<file path="src/design/wsm_defines.svh">
// constants of the additional-information message sequencer
`ifndef WSM_DEFINES_SVH
`define WSM_DEFINES_SVH

`define WSM_MEAN_P2P 2'h0
`define WSM_MEAN_SPECIAL 2'h2
`define WSM_MEAN_CHAN 2'h1
`define WSM_MEAN_TEMP 2'h3

`define WSM_DATA_MOVEMENT 3'h0
`define WSM_DATA_PAIR_AB 3'h1
`define WSM_DATA_PAIR_BC 3'h2
`define WSM_DATA_PAIR_AC 3'h3
`define WSM_DATA_DISTURB 3'h4

`define WSM_DATA_CNT_EXCEEDED 3'h1
`define WSM_DATA_WRITE_REQ 3'h2
`define WSM_DATA_OVERTEMP 3'h4

`define WSM_SEQ_P2P_POS 5'h09
`define WSM_SEQ_LAST_POS 5'h13
`define WSM_SEQ_RST 5'h00

`define WSM_ANN_LAST 2'h2
`define WSM_ANN_RST 2'h0

`define WSM_MAX_WRITES 8'h10
`define WSM_WCNT_RST 8'h00
`define WSM_WORD_RST 9'h000

`endif

</file>
<file path="src/design/wsm_pkg.sv">
// types of the additional-information message sequencer
package wsm_pkg;

    typedef enum logic [1:0]
    {
        WSM_KIND_MOVEMENT = 2'h0,
        WSM_KIND_SPEED_ONLY = 2'h1,
        WSM_KIND_SPEED_DIR = 2'h2,
        WSM_KIND_STANDSTILL = 2'h3
    } wsm_kind_t;

    typedef enum logic [1:0]
    {
        WSM_PAIR_NONE = 2'h0,
        WSM_PAIR_AB = 2'h1,
        WSM_PAIR_BC = 2'h2,
        WSM_PAIR_AC = 2'h3
    } wsm_pair_t;

    // one message request from the sensing front end
    typedef struct packed
    {
        wsm_kind_t kind;
        wsm_pair_t pair;
        logic rot_rev;
        logic disturb;
        logic air_gap_low;
    } wsm_req_t;

    // bit 8 down to bit 0 of one message
    typedef struct packed
    {
        logic parity;
        logic [2:0] data;
        logic rotation_sense_bit;
        logic direction_valid_flag;
        logic meaning_code_high;
        logic meaning_code_low;
        logic air_gap_reserve_flag;
    } wsm_msg_t;

endpackage : wsm_pkg

</file>
<file path="src/design/wsm_sequencer.sv">
// message content builder with best-channel self-write control
`timescale 1ns/1ps
`include "wsm_defines.svh"

// Notes on behaviour
// - direction bit reports device-referenced rotation sense
// - meaning and data bits identify used pair
// - pair letter order gives positive direction
// - self-write only normal mode, temperature window
// - channel mismatch in normal mode sets programming request flag
// - three standstill announcements, restart if moving
// - write starts only after third announcement
// - messages continue during nonvolatile write
// - programming request flag cleared by reset
// - completed writes counted up to maximum
// - limit reached sends counter exceeded event
// - limit reached ignores stored channel at startup
// - no stored channel evaluates like limit
// - validity flag per message type
// - calibration messages carry channel word
// - nine channel, peak, nine channel, temperature
// - sequence position restarts at reset
// - channel word carries requesting channel code
// - peak word carries amplitude class
// - channel codes movement, pairs, disturbance
// - fixed bit layout with even parity
// - direction bit zero positive, one negative
// - special event codes for write events
module wsm_sequencer
    import wsm_pkg::*;
(
    input wire logic ref_clk,
    input wire logic sys_rst,
    input wire logic clk_en,
    input wire logic msg_req,
    input wire wsm_req_t req_info,
    input wire logic normal_mode,
    input wire logic [2:0] p2p_class,
    input wire logic [2:0] temp_class,
    input wire logic overtemp_detect,
    input wire logic chan_mismatch,
    input wire logic temp_in_window,
    input wire logic stored_valid,
    input wire logic [7:0] stored_write_cnt,
    input wire logic nvm_done,
    output wsm_msg_t msg_word,
    output logic msg_valid,
    output logic nvm_write_start,
    output logic nvm_busy,
    output logic prog_req,
    output logic [7:0] write_cnt,
    output logic ignore_stored
);

    logic [4:0] seq_r;
    logic [1:0] ann_r;
    logic prog_req_r;
    logic busy_r;
    logic start_r;
    logic otemp_r;
    logic gdr_last_r;
    logic cnt_loaded_r;
    logic ignore_r;
    logic [7:0] wcnt_r;
    wsm_msg_t word_r;
    logic valid_r;

    wire take = msg_req & clk_en;
    wire is_still = req_info.kind == WSM_KIND_STANDSTILL;
    wire limit_hit = wcnt_r >= `WSM_MAX_WRITES;
    wire disturb_run = normal_mode & req_info.disturb;
    wire is_p2p_pos = seq_r == `WSM_SEQ_P2P_POS;
    wire is_temp_pos = seq_r == `WSM_SEQ_LAST_POS;
    // announcement while self-write is permitted or the write limit is reached
    wire announce = normal_mode & is_still & prog_req_r & ~busy_r & (limit_hit | temp_in_window);
    wire third_ann = announce & ~limit_hit & (ann_r == `WSM_ANN_LAST);
    wire send_otemp = normal_mode & is_temp_pos & otemp_r & ~announce;

    // channel code from the requesting pair
    // pair in data bits
    wire [2:0] chan_code = disturb_run ? `WSM_DATA_DISTURB :
                           (req_info.pair == WSM_PAIR_AB) ? `WSM_DATA_PAIR_AB :
                           (req_info.pair == WSM_PAIR_BC) ? `WSM_DATA_PAIR_BC :
                           (req_info.pair == WSM_PAIR_AC) ? `WSM_DATA_PAIR_AC :
                           `WSM_DATA_MOVEMENT;

    // word selection by mode, position and events
    // calibration channel word
    wire [1:0] mean_sel = ~normal_mode ? `WSM_MEAN_CHAN :
                          (announce | send_otemp) ? `WSM_MEAN_SPECIAL :
                          is_p2p_pos ? `WSM_MEAN_P2P :
                          is_temp_pos ? `WSM_MEAN_TEMP :
                          `WSM_MEAN_CHAN;
    wire [2:0] special_code = ~announce ? `WSM_DATA_OVERTEMP :
                              limit_hit ? `WSM_DATA_CNT_EXCEEDED : `WSM_DATA_WRITE_REQ;
    wire [2:0] data_sel = (mean_sel == `WSM_MEAN_SPECIAL) ? special_code :
                          (mean_sel == `WSM_MEAN_P2P) ? p2p_class :
                          (mean_sel == `WSM_MEAN_TEMP) ? temp_class : chan_code;

    // validity by message type; standstill repeats the last
    // validity per type
    wire gdr_sel = ~normal_mode | disturb_run ? 1'b0 :
                   (req_info.kind == WSM_KIND_SPEED_DIR) ? 1'b1 :
                   is_still ? gdr_last_r : 1'b0;

    wire [7:0] low_bits = {data_sel, req_info.rot_rev, gdr_sel, mean_sel[1], mean_sel[0], req_info.air_gap_low};
    wire [8:0] word_nxt = {^low_bits, low_bits};

    wire [4:0] seq_nxt = is_temp_pos ? `WSM_SEQ_RST : 5'(seq_r + 5'h01);
    wire [1:0] ann_nxt = announce ? 2'(ann_r + 2'h1) : `WSM_ANN_RST;

    // message word register
    // device referenced sense
    always_ff @(posedge ref_clk)
    begin
        if (sys_rst)
        begin
            word_r <= `WSM_WORD_RST;
            valid_r <= 1'b0;
            gdr_last_r <= 1'b0;
        end
        else if (clk_en)
        begin
            valid_r <= msg_req;
            if (msg_req)
            begin
                word_r <= word_nxt;
                gdr_last_r <= gdr_sel;
            end
        end
    end

    always_ff @(posedge ref_clk)
    begin
        if (sys_rst)
            seq_r <= `WSM_SEQ_RST;
        else if (take & normal_mode)
            seq_r <= seq_nxt;
    end

    always_ff @(posedge ref_clk)
    begin
        if (sys_rst)
            ann_r <= `WSM_ANN_RST;
        else if (take & normal_mode)
            ann_r <= third_ann ? `WSM_ANN_RST : ann_nxt;
    end

    always_ff @(posedge ref_clk)
    begin
        if (sys_rst)
            prog_req_r <= 1'b0;
        else if (clk_en)
        begin
            if (normal_mode & chan_mismatch)
                prog_req_r <= 1'b1;
            else if (take & third_ann)
                prog_req_r <= 1'b0;
        end
    end

    always_ff @(posedge ref_clk)
    begin
        if (sys_rst)
        begin
            start_r <= 1'b0;
            busy_r <= 1'b0;
        end
        else if (clk_en)
        begin
            start_r <= take & third_ann;
            if (take & third_ann)
                busy_r <= 1'b1;
            else if (nvm_done)
                busy_r <= 1'b0;
        end
    end

    always_ff @(posedge ref_clk)
    begin
        if (sys_rst)
        begin
            wcnt_r <= `WSM_WCNT_RST;
            cnt_loaded_r <= 1'b0;
        end
        else if (clk_en)
        begin
            cnt_loaded_r <= 1'b1;
            if (~cnt_loaded_r)
                wcnt_r <= stored_write_cnt;
            else if (busy_r & nvm_done & ~limit_hit)
                wcnt_r <= 8'(wcnt_r + 8'h01);
        end
    end

    always_ff @(posedge ref_clk)
    begin
        if (sys_rst)
            ignore_r <= 1'b0;
        else if (clk_en)
            ignore_r <= limit_hit | ~stored_valid;
    end

    // overtemperature stays pending until its event word is sent, set wins
    always_ff @(posedge ref_clk)
    begin
        if (sys_rst)
            otemp_r <= 1'b0;
        else if (clk_en)
        begin
            if (overtemp_detect)
                otemp_r <= 1'b1;
            else if (take & send_otemp)
                otemp_r <= 1'b0;
        end
    end

    assign msg_word = word_r;
    assign msg_valid = valid_r;
    assign nvm_write_start = start_r;
    assign nvm_busy = busy_r;
    assign prog_req = prog_req_r;
    assign write_cnt = wcnt_r;
    assign ignore_stored = ignore_r;
endmodule : wsm_sequencer

</file>
<file path="config.mk">
export PLATFORM = sky130hd
export DESIGN_NAME = wsm_sequencer
export DESIGN_NICKNAME = d
export VERILOG_FILES = /design/src/design/wsm_pkg.sv /design/src/design/wsm_sequencer.sv
export VERILOG_INCLUDE_DIRS = /design/src /design/src/design
export SDC_FILE = /design/constraint.sdc
export NUM_CORES = 1
export LEC_CHECK = 0
export BUFFER_PORTS_ARGS = -buffer_cell sky130_fd_sc_hd__buf_2
export CORE_UTILIZATION = 55
export DETAILED_ROUTE_END_ITERATION = 8
export PLACE_DENSITY = 0.89
export SLEW_MARGIN = 10
export SYNTH_ARGS = -nofsm -noshare
export SYNTH_HDL_FRONTEND = slang
export SYNTH_SLANG_ARGS = --single-unit
</file>
<file path="constraint.sdc">
create_clock -name ref_clk -period 6.45 [get_ports ref_clk]
set_input_delay 0.9675 -clock ref_clk [delete_from_list [all_inputs] [get_ports ref_clk]]
set_output_delay 0.9675 -clock ref_clk [all_outputs]
set_load 0.02 [all_outputs]
</file>
==> flow_summary.yaml <==
run_status:
  status: "completed"
floorplanning:
  die_w_um: 59.3
  ios: 53
  num_rows: 20
  initial_utilization_pct: 58.7
  core_area_um2: 3080
  dieArea_um2: 3520
  die_h_um: 59.3
setup_path:
  cp.required_ns: 6.66
  cp-startpoint: "seq_r[0]$_SDFFE_PP0P_"
  crit_slowest_cell: "or4b_1"
  cp-start-kind: "register"
  arrival_ns: 2.82
  reg2regPathDepth: 8
  r2r_start: "seq_r[0]$_SDFFE_PP0P_"
  critPathTopFamily: "simple AND/OR/NAND/NOR gates"
  cp.depth: 8
  slowest_delay_ns: 0.50
  path_buf_inv: 0
  reg2reg_to: "msg_word[8]$_SDFFE_PP0P_"
  endpoint: "msg_word[8]$_SDFFE_PP0P_"
  cp-end-kind: "register"
  crit_chain: "ha_1 > nand4bb_1 > nor3_1 > a21oi_1 > or4b_1 > o211ai_2 > mux2i_1 > nor3_2"
  r2r_slack_ns: 3.85
  path_class: "register to register"
  worstPathMaxFanout: 5
yosys:
  synth.area.top_cells: "dfxtp_1, a21oi_1, nor2_1"
  synth-simple-area-share_pct: 28.2
  async_reset_ff_share_pct: 0
  synth_fa_ha_area_share_pct: 3.46
  synth_xor_area_share_pct: 3.81
  ys.flop_type: "dfxtp_1"
  synth_cell_types: 51
  syn_area_um2: 1810
  syn_inst: 226
  synth_compound_area_share_pct: 22.1
  syn_area_per_cell_um2: 8.00
  synth_mux_area_share_pct: 3.32
  syn_nets: 262
  yosysMostFrequentCell: "dfxtp_1"
  seq_area_frac_synth_pct: 34.3
  synth_top_family_by_area: "simple AND/OR/NAND/NOR gates"
  synth_warnings: 0
  synth_edf_count: 0
  synth_top_area_cell: "dfxtp_1"
  yosys-top-cells-count: "dfxtp_1, nor2_1, a21oi_1, nand2_1, nand3_1"
  synthDominantCellAreaShare_pct: 34.3
  ys_seq_elements: 31
cts:
  post-cts-setup-buffers: 0
  clockBufferDepth: 2
  cts_tree: "done"
  htreeDepth: 2
  clkTransAtPathRegs_ns: 0.10
  cts_sinks: 31
  clock-root-buffer: "clkbuf_4"
  cts_resized: 0
  worstSkewPairLatency_ns: 0.33
  cts_buffers: 5
  ctsHoldBuffers: 0
sta:
  fin_hold_ws_ns: 0.456
  tightestPinTransition_ns: 0.648
  maxSlewViolCount: 0
  fin_setup_tns_ns: 0
  finalSetupViolations: 0
  fin_crit_sh_pct: 40.3
  relSlewSlack_pct: 56.4
  finalClockSkew_ns: 0.0105
  hold_viol: 0
  clock.fmax_mhz: 384
  fin_crit_ns: 2.60
  fin_ws_ns: 3.85
  rsz0062_at_grt: "false"
routing:
  drc_errors: 0
  wire_per_inst_um: 13.1
  wl_um: 4210
  via_count: 1824
  vias_per_cell: 5.70
  drt-pass1-iter-count: 4
  drt_iter0_drc: 111
  ant_nets: 0
placement:
  gp_congestion: 0.900
  hpwlAfterDp_um: 3070
  dpl_worst_slack_ns: 3.60
  port_buffers: 52
hold_path:
  hold_path_startpoint: "msg_word[5]$_SDFFE_PP0P_"
  worst_hold_path_type: "register to register"
global_routing:
  grtUsageMet3_pct: 4.59
  grt_pass1_wl_um: 6890
  grt_use_total_pct: 25.9
  antenna_found_initial: 0
  use_met2_pct: 43.0
  grt-ovfl-total: 0
  grt_pass1_vias: 1611
  grt_most_used_layer: "met2"
  met1_usage_pct: 32.1
  grt_max_degree: 32
cells_and_area:
  nNetsFinal: 311
  post-route-util_pct: 68.9
  syn_to_final_growth_pct: 17.2
  n_antenna_cell: 0
  layout-drive-gt1-share_pct: 25.4
job:
  drv_cap: 0
pwr:
  power_density_nw_per_um2: 186
  ir_worst_vdd_mv: 0.146
  p_leak_nw: 0.913
-- registers in the layout, summed over array words and instances, names as in the netlist --
name and cells:
msg_word 9, write_cnt 8, seq_r 5, ann_r 2
cnt_loaded_r 1, ignore_stored 1, msg_valid 1, nvm_busy 1
nvm_write_start 1, otemp_r 1, prog_req 1
-- logic make-up after synthesis --
group,Yosys count
flip-flops,31
multiplexers,6
buffers and inverters,18
AND/OR/NAND/NOR,101
XOR/XNOR,6
AO/OA/AOI/OAI,59
adder cells (fa/ha/maj),5
-- worst min path at each step --
stage,endpoint,slack (ns),cells after the start
6_report,msg_word[5]$_SDFFE_PP0P_,0.46,2
4_1_cts,msg_word[5]$_SDFFE_PP0P_,0.46,2
2_1_floorplan,msg_word[3]$_SDFFE_PP0P_,0.45,2
3_5_place_dp,msg_word[5]$_SDFFE_PP0P_,0.45,2
5_1_grt,msg_word[4]$_SDFFE_PP0P_,0.48,2
3_3_place_gp,msg_word[4]$_SDFFE_PP0P_,0.44,2
-- where the power goes --
group | total, W | switching [W] | internal, W | leakage [nW]
Clock | 0.000110 | 0.0000682 | 0.0000420 | 0.0282
Sequential | 0.000209 | 0.00000909 | 0.000200 | 0.253
Combinational | 0.0000757 | 0.0000438 | 0.0000319 | 0.632
Total | 0.000395 | 0.000121 | 0.000273 | 0.913
-- worst register-to-register path: stages, from the launching register on --
cell       delay [ns]
dfxtp_1          0.43
ha_1             0.27
nand4bb_1        0.27
nor3_1           0.48
a21oi_1          0.13
or4b_1           0.50
o211ai_2         0.10
mux2i_1          0.25
nor3_2           0.06
-- area by class of cell --
class                      count  area, um^2
clock buffer                   6        41.3
clock inverter                 2        12.5
fill                         289         958
inverter                       8        30.0
multi-input combinational    177        1100
sequential                    31         621
tap                           44        55.1
timing repair buffer          52         260
-- metal layers --
metal / share of wire, % / vias to the layer above
li1: - / 913
met1: 46 / 856
met2: 48 / 48
met3: 4.9 / 7
met4: 1.4 / 0
met5: 0 / -
-- metrics by stage --
step                power (W)  cells  cell area, um^2
finish               0.000395    320             2120
global route         0.000415    320             2120
CTS                  0.000397    320             2120
detailed placement   0.000288    312             2070
global placement     0.000286    312             2070
floorplan            0.000263    226             1810
-- cells in the final DEF (no fill, tap or decap), types with 3 or more instances in the layout --
| cell | Yosys | layout |
|---|---|---|
| a211oi_1 | 5 | 5 |
| inv_1 | 8 | 8 |
| nand4_1 | 3 | 3 |
| ha_1 | 5 | 5 |
| a21o_1 | 5 | 5 |
| nor2b_1 | 6 | 6 |
| clkbuf_4 | 0 | 5 |
| buf_2 | 0 | 52 |
| xnor2_1 | 3 | 3 |
| nand2_1 | 24 | 24 |
| nor3_1 | 8 | 8 |
| dfxtp_1 | 31 | 31 |
| nor2_1 | 30 | 30 |
| o21ai_0 | 7 | 7 |
| a21oi_1 | 24 | 24 |
| nand3_1 | 12 | 12 |
| mux2i_1 | 6 | 6 |
No activity file was read; power rests on OpenSTA's default activity.
